--- config.mk ---
export PLATFORM = sky130hd
export DESIGN_NAME = pwmts_top
export DESIGN_NICKNAME = d
export VERILOG_FILES = /design/src/pwmts_pkg.sv /design/src/pwmts_sync2.sv /design/src/pwmts_pwm_chan.sv /design/src/pwmts_top.sv
export SDC_FILE = /design/constraint.sdc
export NUM_CORES = 1
export LEC_CHECK = 0
export BUFFER_PORTS_ARGS = -buffer_cell sky130_fd_sc_hd__buf_2
export CAP_MARGIN = 20
export CELL_PAD_IN_SITES_DETAIL_PLACEMENT = 2
export CELL_PAD_IN_SITES_GLOBAL_PLACEMENT = 2
export CORE_MARGIN = 2
export CORE_UTILIZATION = 36
export CTS_CLUSTER_DIAMETER = 100
export CTS_CLUSTER_SIZE = 24
export DETAILED_ROUTE_END_ITERATION = 12
export PLACE_DENSITY = 0.87
export SYNTH_ARGS = -nofsm -noshare
export SYNTH_HDL_FRONTEND = slang
export SYNTH_SLANG_ARGS = --single-unit
--- constraint.sdc ---
create_clock -name clock -period 3.2 [get_ports clock]
set_clock_uncertainty 0.2 [all_clocks]
set_input_delay 0.16 -clock clock [delete_from_list [all_inputs] [get_ports clock]]
set_output_delay 0.16 -clock clock [all_outputs]
set_load 0.01 [all_outputs]
--- src/pwmts_pkg.sv ---
// pwmts_pkg: register map, field positions, reset values and carrier
// types for the channel 0 pwm timer block.
// assumes a 32-bit avalon-mm slave port with byte addresses.
package pwmts_pkg;

  // bus geometry
  localparam int ADDR_W = 6;
  localparam int DATA_W = 32;
  localparam int BE_W   = 4;
  localparam int CNT_W  = 16;
  localparam int REG_W  = 8;

  // register byte offsets
  localparam logic [ADDR_W-1:0] OFS_START   = 6'h00;  // timer_start_control
  localparam logic [ADDR_W-1:0] OFS_STATUS  = 6'h04;  // timer_status_zero
  localparam logic [ADDR_W-1:0] OFS_IEN     = 6'h08;  // timer_interrupt_enable_zero
  localparam logic [ADDR_W-1:0] OFS_IRQC    = 6'h0C;  // channel_zero_irq_control
  localparam logic [ADDR_W-1:0] OFS_DIS1    = 6'h10;  // output_master_disable_one
  localparam logic [ADDR_W-1:0] OFS_DIS2    = 6'h14;  // output_master_disable_two
  localparam logic [ADDR_W-1:0] OFS_COUNTER = 6'h18;  // channel_zero_counter
  localparam logic [ADDR_W-1:0] OFS_PERIOD  = 6'h1C;  // period_compare
  localparam logic [ADDR_W-1:0] OFS_CHG_B   = 6'h20;  // change point b
  localparam logic [ADDR_W-1:0] OFS_CHG_C   = 6'h24;  // change point c
  localparam logic [ADDR_W-1:0] OFS_CHG_D   = 6'h28;  // change_point_d_compare
  localparam logic [ADDR_W-1:0] OFS_CTRL    = 6'h2C;  // count source and clear select
  localparam logic [ADDR_W-1:0] OFS_POL     = 6'h30;  // pin polarity
  localparam logic [ADDR_W-1:0] OFS_INIT    = 6'h34;  // pin initial level

  // field positions
  localparam int START_GO_BIT    = 0;  // channel_zero_count_go
  localparam int DIS_A_BIT       = 0;  // pin_a_output_disable
  localparam int DIS_B_BIT       = 1;  // pin_b_output_disable
  localparam int DIS_C_BIT       = 2;  // pin_c_output_disable
  localparam int DIS_D_BIT       = 3;  // pin_d_output_disable
  localparam int CUTOFF_GATE_BIT = 7;  // forced_cutoff_gate_enable
  localparam int FLAG_A_BIT      = 0;  // compare_match_flag_a
  localparam int FLAG_B_BIT      = 1;
  localparam int FLAG_C_BIT      = 2;
  localparam int FLAG_D_BIT      = 3;
  localparam int FLAG_WRAP_BIT   = 4;  // counter_wrap_flag
  localparam int IRQ_LVL_LSB     = 0;  // irq_priority_bit0..2
  localparam int IRQ_LVL_W       = 3;
  localparam int IRQ_PEND_BIT    = 3;  // pending_request_flag
  localparam int SRC_LSB         = 0;  // count source select
  localparam int SRC_W           = 3;
  localparam int CLR_LSB         = 5;  // counter clear select
  localparam int CLR_W           = 3;
  localparam int POL_B_BIT       = 0;  // pin_b_polarity
  localparam int POL_C_BIT       = 1;
  localparam int POL_D_BIT       = 2;
  localparam int INIT_B_BIT      = 1;
  localparam int INIT_C_BIT      = 2;  // pin_c_initial_level
  localparam int INIT_D_BIT      = 3;

  // field values and masks
  localparam logic [CLR_W-1:0] CLR_SEL_PERIOD = 3'h1;
  localparam logic [REG_W-1:0] FLAG_MASK      = 8'h1F;
  localparam logic [REG_W-1:0] DIS_PWM_MASK   = 8'h0F;

  // reset values
  localparam logic [CNT_W-1:0] CNT_RST    = 16'h0000;
  localparam logic [CNT_W-1:0] CMP_RST    = 16'hFFFF;
  localparam logic [CNT_W-1:0] CNT_TOP    = 16'hFFFF;
  localparam logic [REG_W-1:0] REG8_RST   = 8'h00;
  localparam logic [REG_W-1:0] CTRL_RST   = 8'h20;  // f1, clear on period match
  localparam logic [REG_W-1:0] DIS1_RST   = 8'h0F;  // all pins released
  localparam logic [REG_W-1:0] POL_RST    = 8'h07;  // active high
  localparam logic [DATA_W-1:0] RDATA_RST = 32'h0000_0000;

  // one pin: level and output enable
  typedef struct packed {
    logic out;
    logic oe;
  } pwmts_pin_s;

  // per-channel static configuration
  typedef struct packed {
    logic polarity;
    logic init_level;
    logic disable_out;
    logic cutoff;
  } pwmts_chan_cfg_s;

endpackage

--- src/pwmts_sync2.sv ---
// pwmts_sync2: two-flop synchroniser for asynchronous pin levels.
// assumes the inputs are levels that stay stable for several clocks.
`timescale 1ns/10ps
module pwmts_sync2 #(
  parameter int W = 1
) (
  input  wire logic         clock,
  input  wire logic         srst,
  input  wire logic [W-1:0] async_in,
  output logic      [W-1:0] sync_out
);

  typedef struct packed {
    logic [W-1:0] meta;
    logic [W-1:0] stable;
  } pwmts_sync_s;

  pwmts_sync_s state_reg;
  pwmts_sync_s state_next;

  // first stage feeds only the second stage
  always_comb begin
    state_next        = state_reg;
    state_next.meta   = async_in;
    state_next.stable = state_reg.meta;
  end

  // register the stages; reset to inactive (high) level
  always_ff @(posedge clock) begin
    if (srst) begin
      state_reg <= '1;
    end else begin
      state_reg <= state_next;
    end
  end

  assign sync_out = state_reg.stable;

endmodule

--- src/pwmts_pwm_chan.sv ---
// pwmts_pwm_chan: one pwm output with its change-point compare.
// assumes counter and tick come from the channel 0 counter, same clock.
`timescale 1ns/10ps
module pwmts_pwm_chan #(
  parameter int CNT_W = 16
) (
  input  wire logic                     clock,
  input  wire logic                     srst,
  input  wire logic                     tick,
  input  wire logic                     restart,
  input  wire logic                     period_hit,
  input  wire logic [CNT_W-1:0]         counter,
  input  wire logic [CNT_W-1:0]         change_val,
  input  wire pwmts_pkg::pwmts_chan_cfg_s cfg,
  output pwmts_pkg::pwmts_pin_s         pin,
  output logic                          change_hit
);

  typedef struct packed {
    logic                 active;
    pwmts_pkg::pwmts_pin_s pin;
  } pwmts_chan_s;

  pwmts_chan_s state_reg;
  pwmts_chan_s state_next;

  // change-point match on a count tick
  assign change_hit = tick & (counter == change_val);

  // active state, pin level and enable
  always_comb begin
    state_next = state_reg;
    if (restart) begin
      state_next.active = cfg.init_level;  // RULE13
    end else if (period_hit) begin
      state_next.active = 1'b0;  // RULE14
    end else if (change_hit) begin
      state_next.active = 1'b1;  // RULE14
    end
    state_next.pin.out = ~(state_next.active ^ cfg.polarity);  // RULE12
    state_next.pin.oe  = ~cfg.disable_out & ~cfg.cutoff;  // RULE3
  end

  // register state; pin idles released and low
  always_ff @(posedge clock) begin
    if (srst) begin
      state_reg <= '0;
    end else begin
      state_reg <= state_next;
    end
  end

  assign pin = state_reg.pin;

endmodule

--- src/pwmts_top.sv ---
// pwmts_top: channel 0 pwm timer with period compare, three pwm pins,
// per-pin output disables, gated forced cutoff, flags and interrupt.
// assumes an avalon-mm master on the same clock and an async cutoff pin.
//
// Function
// [RULE1] 16-bit change point register for pin d
// [RULE2] disable bit 0 releases period pin
// [RULE3] bits 1-3 disable pins b, c, d
// [RULE4] bit 7 gates external cutoff input
// [RULE5] flag a cleared by read then write zero
// [RULE6] enable a lets flag a request interrupt
// [RULE7] start bit 0 runs the counter
// [RULE8] 3-bit priority plus read-only pending bit 3
// [RULE9] handler software must clear flag a
// [RULE10] counter increments, wrap sets overflow flag
// [RULE11] clear select 001 zeroes counter on period
// [RULE12] polarity bit 1 means active high
// [RULE13] initial level 0 starts inactive
// [RULE14] change match activates, period match deactivates
// [RULE15] period match sets flag a with clear
`timescale 1ns/10ps
module pwmts_top #(
  parameter int DIV_W = 8
) (
  input  wire logic                         clock,
  input  wire logic                         srst,
  input  wire logic [pwmts_pkg::ADDR_W-1:0] avs_address,
  input  wire logic                         avs_read,
  input  wire logic                         avs_write,
  input  wire logic [pwmts_pkg::DATA_W-1:0] avs_writedata,
  input  wire logic [pwmts_pkg::BE_W-1:0]   avs_byteenable,
  output logic      [pwmts_pkg::DATA_W-1:0] avs_readdata,
  output logic                              avs_waitrequest,
  input  wire logic                         external_cutoff_input_n,
  output pwmts_pkg::pwmts_pin_s             period_pin,
  output pwmts_pkg::pwmts_pin_s             pwm_pin_b,
  output pwmts_pkg::pwmts_pin_s             pwm_pin_c,
  output pwmts_pkg::pwmts_pin_s             pwm_pin_d,
  output logic                              compare_match_a_request,
  output logic      [pwmts_pkg::IRQ_LVL_W-1:0] irq_priority
);

  localparam int CW = pwmts_pkg::CNT_W;
  localparam int RW = pwmts_pkg::REG_W;

  // whole block state
  typedef struct packed {
    logic                         ack;
    logic [pwmts_pkg::DATA_W-1:0] rdata;
    logic [CW-1:0]                cnt;
    logic [CW-1:0]                period;
    logic [CW-1:0]                chg_b;
    logic [CW-1:0]                chg_c;
    logic [CW-1:0]                chg_d;
    logic [RW-1:0]                ctrl;
    logic [RW-1:0]                dis1;
    logic [RW-1:0]                dis2;
    logic [RW-1:0]                status;
    logic [RW-1:0]                seen;
    logic [RW-1:0]                ien;
    logic [RW-1:0]                pol;
    logic [RW-1:0]                init;
    logic [pwmts_pkg::IRQ_LVL_W-1:0] lvl;
    logic                         go;
    logic                         go_d;
    logic [DIV_W-1:0]             div;
    logic                         pin_a_lvl;
    logic                         pin_a_oe;
    logic                         irq;
  } pwmts_core_s;

  pwmts_core_s state_reg;
  pwmts_core_s state_next;

  logic                         cutoff_sync_n;
  logic                         cut;
  logic                         tick;
  logic                         restart;
  logic                         period_hit;
  logic                         clear_hit;
  logic                         wrap_hit;
  logic                         hit_b;
  logic                         hit_c;
  logic                         hit_d;
  logic [DIV_W-1:0]             div_mask;
  logic [pwmts_pkg::SRC_W-1:0]  src_sel;
  logic [pwmts_pkg::CLR_W-1:0]  clr_sel;
  logic [RW-1:0]                flag_set;
  logic [pwmts_pkg::DATA_W-1:0] rd_mux;
  logic                         bus_req;
  logic                         wr_take;
  logic                         rd_take;
  pwmts_pkg::pwmts_chan_cfg_s   cfg_b;
  pwmts_pkg::pwmts_chan_cfg_s   cfg_c;
  pwmts_pkg::pwmts_chan_cfg_s   cfg_d;

  // merge a write into a 16-bit register by byte lanes
  function automatic logic [CW-1:0] merge16(
    input logic [CW-1:0]                old_val,
    input logic [pwmts_pkg::DATA_W-1:0] wdata,
    input logic [pwmts_pkg::BE_W-1:0]   be
  );
    logic [CW-1:0] res;
    res = old_val;
    if (be[0]) begin
      res[7:0] = wdata[7:0];
    end
    if (be[1]) begin
      res[15:8] = wdata[15:8];
    end
    return res;
  endfunction

  // merge a write into an 8-bit register on lane 0
  function automatic logic [RW-1:0] merge8(
    input logic [RW-1:0]                old_val,
    input logic [pwmts_pkg::DATA_W-1:0] wdata,
    input logic [pwmts_pkg::BE_W-1:0]   be
  );
    logic [RW-1:0] res;
    res = old_val;
    if (be[0]) begin
      res = wdata[RW-1:0];
    end
    return res;
  endfunction

  // cutoff pin crosses into the clock domain
  pwmts_sync2 #(
    .W (1)
  ) u_cutoff_sync (
    .clock    (clock),
    .srst     (srst),
    .async_in (external_cutoff_input_n),
    .sync_out (cutoff_sync_n)
  );

  // cutoff only acts while its gate bit is set
  assign cut = ~cutoff_sync_n & state_reg.dis2[pwmts_pkg::CUTOFF_GATE_BIT];  // RULE4

  // count source: f1 divided by 2 to the power of the source field
  assign src_sel  = state_reg.ctrl[pwmts_pkg::SRC_LSB +: pwmts_pkg::SRC_W];
  assign clr_sel  = state_reg.ctrl[pwmts_pkg::CLR_LSB +: pwmts_pkg::CLR_W];
  assign div_mask = ~({DIV_W{1'b1}} << src_sel);
  assign restart  = state_reg.go & ~state_reg.go_d;
  assign tick     = state_reg.go & ~restart
                    & ((state_reg.div & div_mask) == div_mask);  // RULE7

  // period compare and wrap detection
  assign period_hit = tick & (state_reg.cnt == state_reg.period);
  assign clear_hit  = period_hit & (clr_sel == pwmts_pkg::CLR_SEL_PERIOD);  // RULE11
  assign wrap_hit   = tick & ~clear_hit & (state_reg.cnt == pwmts_pkg::CNT_TOP);  // RULE10

  // per-channel configuration
  always_comb begin
    cfg_b.polarity    = state_reg.pol[pwmts_pkg::POL_B_BIT];
    cfg_b.init_level  = state_reg.init[pwmts_pkg::INIT_B_BIT];
    cfg_b.disable_out = state_reg.dis1[pwmts_pkg::DIS_B_BIT];  // RULE3
    cfg_b.cutoff      = cut;
    cfg_c.polarity    = state_reg.pol[pwmts_pkg::POL_C_BIT];
    cfg_c.init_level  = state_reg.init[pwmts_pkg::INIT_C_BIT];
    cfg_c.disable_out = state_reg.dis1[pwmts_pkg::DIS_C_BIT];  // RULE3
    cfg_c.cutoff      = cut;
    cfg_d.polarity    = state_reg.pol[pwmts_pkg::POL_D_BIT];
    cfg_d.init_level  = state_reg.init[pwmts_pkg::INIT_D_BIT];
    cfg_d.disable_out = state_reg.dis1[pwmts_pkg::DIS_D_BIT];  // RULE3
    cfg_d.cutoff      = cut;
  end

  // the three pwm outputs
  pwmts_pwm_chan #(
    .CNT_W (CW)
  ) u_chan_b (
    .clock      (clock),
    .srst       (srst),
    .tick       (tick),
    .restart    (restart),
    .period_hit (period_hit),
    .counter    (state_reg.cnt),
    .change_val (state_reg.chg_b),
    .cfg        (cfg_b),
    .pin        (pwm_pin_b),
    .change_hit (hit_b)
  );

  pwmts_pwm_chan #(
    .CNT_W (CW)
  ) u_chan_c (
    .clock      (clock),
    .srst       (srst),
    .tick       (tick),
    .restart    (restart),
    .period_hit (period_hit),
    .counter    (state_reg.cnt),
    .change_val (state_reg.chg_c),
    .cfg        (cfg_c),
    .pin        (pwm_pin_c),
    .change_hit (hit_c)
  );

  pwmts_pwm_chan #(
    .CNT_W (CW)
  ) u_chan_d (
    .clock      (clock),
    .srst       (srst),
    .tick       (tick),
    .restart    (restart),
    .period_hit (period_hit),
    .counter    (state_reg.cnt),
    .change_val (state_reg.chg_d),  // RULE1
    .cfg        (cfg_d),
    .pin        (pwm_pin_d),
    .change_hit (hit_d)
  );

  // hardware flag events
  always_comb begin
    flag_set = '0;
    flag_set[pwmts_pkg::FLAG_A_BIT]    = period_hit;  // RULE15
    flag_set[pwmts_pkg::FLAG_B_BIT]    = hit_b;
    flag_set[pwmts_pkg::FLAG_C_BIT]    = hit_c;
    flag_set[pwmts_pkg::FLAG_D_BIT]    = hit_d;
    flag_set[pwmts_pkg::FLAG_WRAP_BIT] = wrap_hit;  // RULE10
  end

  // register read multiplexer; unmapped addresses read zero
  always_comb begin
    rd_mux = '0;
    case (avs_address)
      pwmts_pkg::OFS_START: begin
        rd_mux[pwmts_pkg::START_GO_BIT] = state_reg.go;
      end
      pwmts_pkg::OFS_STATUS:  rd_mux[RW-1:0] = state_reg.status;
      pwmts_pkg::OFS_IEN:     rd_mux[RW-1:0] = state_reg.ien;
      pwmts_pkg::OFS_IRQC: begin
        rd_mux[pwmts_pkg::IRQ_LVL_LSB +: pwmts_pkg::IRQ_LVL_W] = state_reg.lvl;
        rd_mux[pwmts_pkg::IRQ_PEND_BIT] = state_reg.irq;  // RULE8
      end
      pwmts_pkg::OFS_DIS1:    rd_mux[RW-1:0] = state_reg.dis1;
      pwmts_pkg::OFS_DIS2:    rd_mux[RW-1:0] = state_reg.dis2;
      pwmts_pkg::OFS_COUNTER: rd_mux[CW-1:0] = state_reg.cnt;
      pwmts_pkg::OFS_PERIOD:  rd_mux[CW-1:0] = state_reg.period;
      pwmts_pkg::OFS_CHG_B:   rd_mux[CW-1:0] = state_reg.chg_b;
      pwmts_pkg::OFS_CHG_C:   rd_mux[CW-1:0] = state_reg.chg_c;
      pwmts_pkg::OFS_CHG_D:   rd_mux[CW-1:0] = state_reg.chg_d;  // RULE1
      pwmts_pkg::OFS_CTRL:    rd_mux[RW-1:0] = state_reg.ctrl;
      pwmts_pkg::OFS_POL:     rd_mux[RW-1:0] = state_reg.pol;
      pwmts_pkg::OFS_INIT:    rd_mux[RW-1:0] = state_reg.init;
      default:                rd_mux = '0;
    endcase
  end

  // every access waits exactly one cycle, then completes
  assign bus_req = avs_read | avs_write;
  assign wr_take = avs_write & state_reg.ack;
  assign rd_take = avs_read & state_reg.ack;

  // next-state logic: bus, counter, flags, pins
  always_comb begin
    state_next      = state_reg;
    state_next.ack  = bus_req & ~state_reg.ack;
    state_next.go_d = state_reg.go;
    if (avs_read & ~state_reg.ack) begin
      state_next.rdata = rd_mux;
    end

    // prescaler runs while counting, restarts with the counter
    if (restart | ~state_reg.go) begin
      state_next.div = '0;
    end else begin
      state_next.div = state_reg.div + 1'b1;
    end

    // counter: clear on period match when clear select is 001, else increment and wrap
    if (clear_hit) begin
      state_next.cnt = pwmts_pkg::CNT_RST;  // RULE11
    end else if (tick) begin
      state_next.cnt = state_reg.cnt + 1'b1;  // RULE10
    end

    // period pin toggles on every period match, whether or not it is released
    if (restart) begin
      state_next.pin_a_lvl = 1'b0;
    end else if (period_hit) begin
      state_next.pin_a_lvl = ~state_reg.pin_a_lvl;
    end
    state_next.pin_a_oe = ~state_reg.dis1[pwmts_pkg::DIS_A_BIT] & ~cut;  // RULE2

    // a status read remembers which flags were seen set
    if (rd_take && avs_address == pwmts_pkg::OFS_STATUS) begin
      state_next.seen = state_reg.status;  // RULE5
    end

    // register writes take effect on the completing edge
    if (wr_take) begin
      case (avs_address)
        pwmts_pkg::OFS_START: begin
          if (avs_byteenable[0]) begin
            state_next.go = avs_writedata[pwmts_pkg::START_GO_BIT];  // RULE7
          end
        end
        pwmts_pkg::OFS_STATUS: begin
          if (avs_byteenable[0]) begin
            // clear only bits written 0 that were read as 1
            state_next.status = state_reg.status
                                & ~(~avs_writedata[RW-1:0] & state_reg.seen);  // RULE5
            state_next.seen   = state_reg.seen & avs_writedata[RW-1:0];
          end
        end
        pwmts_pkg::OFS_IEN: begin
          state_next.ien = merge8(state_reg.ien, avs_writedata, avs_byteenable);
        end
        pwmts_pkg::OFS_IRQC: begin
          if (avs_byteenable[0]) begin
            state_next.lvl = avs_writedata[pwmts_pkg::IRQ_LVL_LSB +: pwmts_pkg::IRQ_LVL_W];
          end
        end
        pwmts_pkg::OFS_DIS1: begin
          state_next.dis1 = merge8(state_reg.dis1, avs_writedata, avs_byteenable);
        end
        pwmts_pkg::OFS_DIS2: begin
          state_next.dis2 = merge8(state_reg.dis2, avs_writedata, avs_byteenable);
        end
        pwmts_pkg::OFS_COUNTER: begin
          state_next.cnt = merge16(state_reg.cnt, avs_writedata, avs_byteenable);
        end
        pwmts_pkg::OFS_PERIOD: begin
          state_next.period = merge16(state_reg.period, avs_writedata, avs_byteenable);
        end
        pwmts_pkg::OFS_CHG_B: begin
          state_next.chg_b = merge16(state_reg.chg_b, avs_writedata, avs_byteenable);
        end
        pwmts_pkg::OFS_CHG_C: begin
          state_next.chg_c = merge16(state_reg.chg_c, avs_writedata, avs_byteenable);
        end
        pwmts_pkg::OFS_CHG_D: begin
          state_next.chg_d = merge16(state_reg.chg_d, avs_writedata, avs_byteenable);  // RULE1
        end
        pwmts_pkg::OFS_CTRL: begin
          state_next.ctrl = merge8(state_reg.ctrl, avs_writedata, avs_byteenable);
        end
        pwmts_pkg::OFS_POL: begin
          state_next.pol = merge8(state_reg.pol, avs_writedata, avs_byteenable);
        end
        pwmts_pkg::OFS_INIT: begin
          state_next.init = merge8(state_reg.init, avs_writedata, avs_byteenable);
        end
        default: begin
          state_next.go = state_reg.go;  // unmapped writes are dropped
        end
      endcase
    end

    // new events win over a clear in the same cycle
    state_next.status = (state_next.status | flag_set) & pwmts_pkg::FLAG_MASK;

    // an active cutoff forces every pin disable bit to 1
    if (cut) begin
      state_next.dis1 = state_next.dis1 | pwmts_pkg::DIS_PWM_MASK;  // RULE4
    end

    // level interrupt from any enabled flag
    state_next.irq = |(state_next.status & state_next.ien & pwmts_pkg::FLAG_MASK);  // RULE6
  end

  // one register for the whole state
  always_ff @(posedge clock) begin
    if (srst) begin
      state_reg        <= '0;
      state_reg.rdata  <= pwmts_pkg::RDATA_RST;
      state_reg.cnt    <= pwmts_pkg::CNT_RST;
      state_reg.period <= pwmts_pkg::CMP_RST;
      state_reg.chg_b  <= pwmts_pkg::CMP_RST;
      state_reg.chg_c  <= pwmts_pkg::CMP_RST;
      state_reg.chg_d  <= pwmts_pkg::CMP_RST;
      state_reg.ctrl   <= pwmts_pkg::CTRL_RST;
      state_reg.dis1   <= pwmts_pkg::DIS1_RST;
      state_reg.dis2   <= pwmts_pkg::REG8_RST;
      state_reg.status <= pwmts_pkg::REG8_RST;
      state_reg.seen   <= pwmts_pkg::REG8_RST;
      state_reg.ien    <= pwmts_pkg::REG8_RST;
      state_reg.pol    <= pwmts_pkg::POL_RST;
      state_reg.init   <= pwmts_pkg::REG8_RST;
    end else begin
      state_reg <= state_next;
    end
  end

  // outputs
  assign avs_readdata            = state_reg.rdata;
  assign avs_waitrequest         = bus_req & ~state_reg.ack;
  assign period_pin              = {state_reg.pin_a_lvl, state_reg.pin_a_oe};  // RULE2
  assign compare_match_a_request = state_reg.irq;  // RULE6
  assign irq_priority            = state_reg.lvl;  // RULE8

endmodule

==> results.toml, run 1 <==
[status]
status = "completed"

[global_routing]
antenna_found_initial = 0
grt_util_met3 = 0.0663
grtUsageTotal = 0.307
use_met2 = 0.523
top_usage_layer = "met2"
grt_pass1_vias = 9819
grt_max_degree = 89
grt_pass1_wl_microns = 61600
grt-ovfl-total = 0
use_met1 = 0.361

[floorplan]
rows = 58
io_pins = 92
coreArea_sq_um = 25300
die_y_microns = 165
die-area_sq_um = 27100
die_w_microns = 165
start_util = 0.368

[clocking]
clock-root-buffer = "clkbuf_16"
clk_latency_ps = 470
cts_resized = 0
clockBufferDepth = 2
cts_sinks = 181
cts_tree = "done"
cts.htree.levels = 4
numCtsBuffers = 17
clk_pin_slew_ps = 70

[timing]
rsz0062_at_grt = "no"
slew_viol_final = 0
tightest_slew_ps = 939
fmax_mhz = 323
fin_crit_sh = 0.967
period_needed_ps = 3100
hold_violations = 0
timing.final.ws_setup_ps = 105
setup_tns_ps = 0
final-setup-viol-count = 0
max_slew_margin = 0.372

[critical_path]
crit_slowest_cell = "nor4_1"
cp_cell_sequence = "xnor2_1, nand4_1, nor4_1, nand2_2, o21ba_2, a22oi_1, nor3_1"
arrival_ps = 3230
crit_type = "flip-flop to flip-flop"
max_stage_delay_ps = 810
cp-end-kind = "flip-flop"
cp_max_fo = 14
rrSetupSlack_ps = 100
startpoint_type = "flip-flop"
cp.required_ps = 3340

[synthesis]
yosys.cell_types.count = 65
synthArstFlopShare = 0
synth_flop_cell = "dfxtp_1"
synth_commonest_cells = "dfxtp_1, nand2_1, a21oi_1, nor2_1, clkbuf_1"
synth_fa_ha_area_frac = 0.00270
synth_compound_area_frac = 0.199
synth.most_common_cell = "dfxtp_1"
synth_top_family_by_area = "simple AND/OR/NAND/NOR gates"
synthSimpleGateAreaFrac = 0.244
synth.top_cell.area_share = 0.390
ys_seq_elements = 181
synth_area_sq_um = 9290
ys_seq_area_frac = 0.390
synth.largest_area_cell = "dfxtp_1"
synth.area.top_cells = "dfxtp_1, nand2_1, a211o_1"
yosys.area_share.xor_xnor = 0.0764
synth_edf_count = 0
muxShareOfSynthArea = 0.00566
synth_cells = 1115
yosys_warnings = 0
syn_area_per_cell_sq_um = 8.33

[cells_and_area]
drive_above_1_share = 0.134
finalNonFillerCells = 1479
fillers = 2813
largest_reg_flops = 132
area_growth_pct = 12.6
nNetsFinal = 1185
antenna_cells = 0

[detailed_routing]
post_drt_via_cell_ratio = 6.21
post_drt_wl_per_cell_microns = 27.6
drc = 0
drt_iter0_markers = 921
drtPass1Iterations = 8
ant_nets = 0
drt_wl_total_microns = 40700
via_count = 9178

[place]
dp_hpwl_microns = 26300
routabilityCongestion = 0.880
dp.cells = 1427
io_buffer_count = 57
dp_slack_ps = 299

[hold_path]
holdCritPathClass = "primary input to flip-flop"

[flow_run]
cap_viol_max_count = 0

[power]
p_leak_nw = 3.96
power_density_nw_per_um2 = 460
ir_drop_uv = 299
==> cell families after synthesis <==
family                     count (synthesis)
AOI/OAI and AO/OA                        254
xor gates and xnor gates                  81
adders and majority gates                  2
buffers and inverters                    140
DFF                                      181
muxes                                      5
other                                      1
and+or+nand+nor                          451
==> report_power, final <==
| part | total, mW | switching, mW | internal [mW] |
|---|---|---|---|
| Sequential | 2.27 | 0.0111 | 2.26 |
| Clock | 2.25 | 1.12 | 1.13 |
| Combinational | 0.289 | 0.203 | 0.0862 |
==> repair_timing <==
| item | CTS | global route |
|---|---|---|
| hold endpoints to repair | 83 | 0 |
| hold buffers | 20 | 0 |
| setup buffers | 0 | 0 |
==> final cells by class <==
class                      instances  area, sq um  area share
clock buffer                      18          439      0.0420
clock inverter                    14          154      0.0147
inverter                           7         26.3     0.00251
multi-input combinational        809         4970       0.475
sequential                       181         3620       0.346
tap                              330          413      0.0395
timing repair buffer             120          836      0.0799
==> worst paths after layout <==
| kind | from | endpoint | cells past startpoint |
|---|---|---|---|
| worst max register to register | state_reg[134] | state_reg[144] | 7 |
| worst min-delay path | avs_byteenable[0] | state_reg[148] | 4 |
| worst min register to register | u_cutoff_sync.state_next[0] | u_cutoff_sync.sync_out | 1 |
| worst max-delay path | state_reg[134] | state_reg[144] | 7 |
==> critical path: cells and delay by family, from the launching register on <==
kind,cells,cell delay (ps)
compound gates,2,660
xor+xnor,1,350
flops,1,370
simple gates,4,1370
==> per-stage QoR <==
step	hold slack [ps]	util	area (sq um)	power (mW)
finish	39.1	0.414	10500	4.81
floorplan	50.6	-	9340	2.49
global route	51.5	0.414	10500	4.93
CTS	34.5	0.414	10500	4.82
detailed placement	149	0.383	9670	2.58
global placement	142	0.383	9670	2.57
==> cells in the final DEF, fill, tap and decap left out, drive strengths merged, types with 5 or more instances in the layout <==
cell type / instances
a21oi: 70
a21o: 5
a22oi: 39
nand2: 166
a221oi: 13
dfxtp: 181
nand2b: 16
buf: 100
nand3b: 19
a222oi: 17
and2: 12
and3: 51
nand3: 39
nor2b: 23
a31oi: 5
o21ai: 18
clkbuf: 18
a22o: 6
nand4: 18
nor3: 13
xor2: 37
dlygate4sd3: 20
nor2: 70
a211oi: 17
nor4: 11
xnor2: 44
conb: 16
a211o: 50
inv: 16
==> layer usage <==
metal  wire length, microns  up-vias
met5                      0        -
met3                   2720      132
met4                   2000        0
li1                       -     3947
met1                  16000     4677
met2                  20100      422
(Power assumes the default switching activity.)
==> run 2, diff against run 1 <==
--- a/config.mk
+++ b/config.mk
@@ -14,7 +14,8 @@
 export CTS_CLUSTER_DIAMETER = 100
 export CTS_CLUSTER_SIZE = 24
 export DETAILED_ROUTE_END_ITERATION = 12
-export PLACE_DENSITY = 0.87
+export PLACE_DENSITY_LB_ADDON = 0.1
 export SYNTH_ARGS = -nofsm -noshare
 export SYNTH_HDL_FRONTEND = slang
+export SYNTH_HIERARCHICAL = 1
 export SYNTH_SLANG_ARGS = --single-unit
==> results.toml, run 2 <==
[floorplan]
coreArea_sq_um = 26000
start_util = 0.366
die_w_microns = 167
die_y_microns = 167
rows = 59
die-area_sq_um = 27700
io_pins = 92

[synthesis]
synthArstFlopShare = 0
synth_edf_count = 0
synth_top_family_by_area = "simple AND/OR/NAND/NOR gates"
ys_seq_area_frac = 0.381
syn_area_per_cell_sq_um = 8.42
yosys.area_share.xor_xnor = 0.0644
synth_cells = 1130
synthSimpleGateAreaFrac = 0.268
ys_seq_elements = 181
yosys.cell_types.count = 59
synth.largest_area_cell = "dfxtp_1"
synth_flop_cell = "dfxtp_1"
synth_compound_area_frac = 0.183
synth_fa_ha_area_frac = 0.00263
synth_commonest_cells = "dfxtp_1, nand2_1, nor2_1, xor2_1"
muxShareOfSynthArea = 0.0252
synth.top_cell.area_share = 0.381
synth.area.top_cells = "dfxtp_1, nand2_1, xor2_1"
yosys_warnings = 6
synth.most_common_cell = "dfxtp_1"
synth_area_sq_um = 9520

[clocking]
cts_tree = "done"
clockBufferDepth = 2
numCtsBuffers = 17
post_cts_buffers = 0
clock-root-buffer = "clkbuf_16"
clk_pin_slew_ps = 80
cts.htree.levels = 4
cts_resized = 0
cts_sinks = 181
clk_latency_ps = 450

[detailed_routing]
post_drt_via_cell_ratio = 5.96
via_count = 9130
drt_wl_total_microns = 39500
wl_met3_microns = 1560
drc = 0
wl_met2_microns = 19400
wl_met1_microns = 17100
drt_iter0_markers = 651
post_drt_wl_per_cell_microns = 25.8
drtPass1Iterations = 6
routed.top_layer = "met4"
ant_nets = 0

[place]
place_area_sq_um = 10100
io_buffer_count = 57
dp.cells = 1480
routabilityCongestion = 0.874
dp_slack_ps = 219
dp_hpwl_microns = 28200

[cells_and_area]
finalNonFillerCells = 1531
final_cell_mix = "dfxtp_1, nand2_1, nor2_1"
antenna_cells = 0
fillers = 2931
layout_commonest_cell = "dfxtp_1"
fin_area_sq_um = 10900
drive_above_1_share = 0.154
nNetsFinal = 1233
largest_reg_flops = 132
area_growth_pct = 14.8

[critical_path]
rr_worst_depth = 9
r2r-start = "state_reg[141]"
cp_max_fo = 16
startpoint_type = "flip-flop"
crit_type = "flip-flop to flip-flop"
rrSetupSlack_ps = 230
regToRegEndpoint = "state_reg[153]"
crit_start = "state_reg[141]"
cp.required_ps = 3320
arrival_ps = 3090
cp-end-kind = "flip-flop"

[global_routing]
antenna_found_initial = 0
grt_pass1_vias = 9599
grtUsageTotal = 0.284
grt-ovfl-total = 0
grt_max_degree = 84
grt_pass1_wl_microns = 60300

[timing]
worst_hold_slack_ps = 31.8
rsz0062_at_grt = "no"
setup_tns_ps = 0
fmax_mhz = 337
period_needed_ps = 2970
final-setup-viol-count = 0
hold_violations = 0
max_slew_margin = 0.537
tightest_slew_ps = 689
timing.final.ws_setup_ps = 228
fin_crit_sh = 0.929
slew_viol_final = 0

[power]
p_leak_nw = 4.16
power_density_nw_per_um2 = 441
ir_drop_uv = 295

[hold_path]
hold_end = "state_reg[159]"
min_from = "avs_byteenable[1]"
whs_path_depth = 3
holdCritPathClass = "primary input to flip-flop"

[status]
status = "completed"

[flow_run]
cap_viol_max_count = 0
run 2: cell types whose count changed after synthesis, moves of 15 or more:
| cell | before | now |
|---|---|---|
| xor2_1 | 37 | 59 |
| nor2_1 | 67 | 82 |
| nand3b_1 | 19 | 36 |
| xnor2_1 | 44 | 11 |
| and3_1 | 51 | 31 |
| nand3_1 | 39 | 58 |
| nor3_1 | 10 | 32 |
run 2: what timing repair did:
item	CTS	global route
endpoints found under the setup margin	0	2
hold buffers	20	0
endpoints found under the hold margin	86	0
run 2: cell type report:
| class | instances | area, sq um | share of cell area |
|---|---|---|---|
| Sequential cell | 181 | 3620 | 0.332 |
| Inverter | 17 | 63.8 | 0.00584 |
| Tap cell | 335 | 419 | 0.0384 |
| Multi-Input combinational cell | 830 | 5240 | 0.479 |
| Clock buffer | 17 | 425 | 0.0390 |
| Clock inverter | 14 | 163 | 0.0149 |
| Timing Repair Buffer | 137 | 992 | 0.0908 |
run 2: through the flow:
stage / total power [mW] / util
floorplan: 2.51 / -
global placement: 2.62 / 0.390
detailed placement: 2.62 / 0.390
CTS: 4.85 / 0.420
global route: 4.97 / 0.420
finish: 4.81 / 0.420
run 2: worst max path at each step:
stage | to | slack, ps | cells past startpoint
after global placement | compare_match_a_request | 380 | 10
after CTS | u_chan_d/pin[1] | 180 | 9
after floorplan | u_chan_b/pin[1] | 660 | 10
after detailed placement | u_chan_d/pin[1] | 220 | 9
after global routing | u_chan_b/pin[1] | 40 | 10
final | state_reg[153] | 230 | 9
run 2: report_power, final:
group / switching, mW / total (mW) / leakage (nW) / internal [mW]
registers: 0.0110 / 2.27 / 1.46 / 2.26
clock network: 1.05 / 2.23 / 0.287 / 1.17
logic: 0.217 / 0.314 / 2.41 / 0.0970
run 2: logic make-up (layout without fill, tap and decap cells):
logic type	count (synthesis)	count (layout)
other cells	1	16
xor+xnor	70	70
mux	23	23
fa+ha+maj	2	2
simple gates	487	487
buf+inv	134	185
flops	181	181
compound gates	232	232
run 2: routing by layer:
layer  vias to the layer above  global-route usage
met5                         -                   0
met4                         0               0.119
met3                        58              0.0394
met2                       230               0.483
met1                      4722               0.361
li1                       4120                   -
run 2: critical path, cell delays in order, from the launching register on:
cell,delay (ps)
dfxtp_1,360
xor2_1,160
nor4_1,410
buf_4,200
nand4_1,140
nor3_4,400
buf_4,270
a31oi_4,270
a22oi_1,340
nor3_1,100
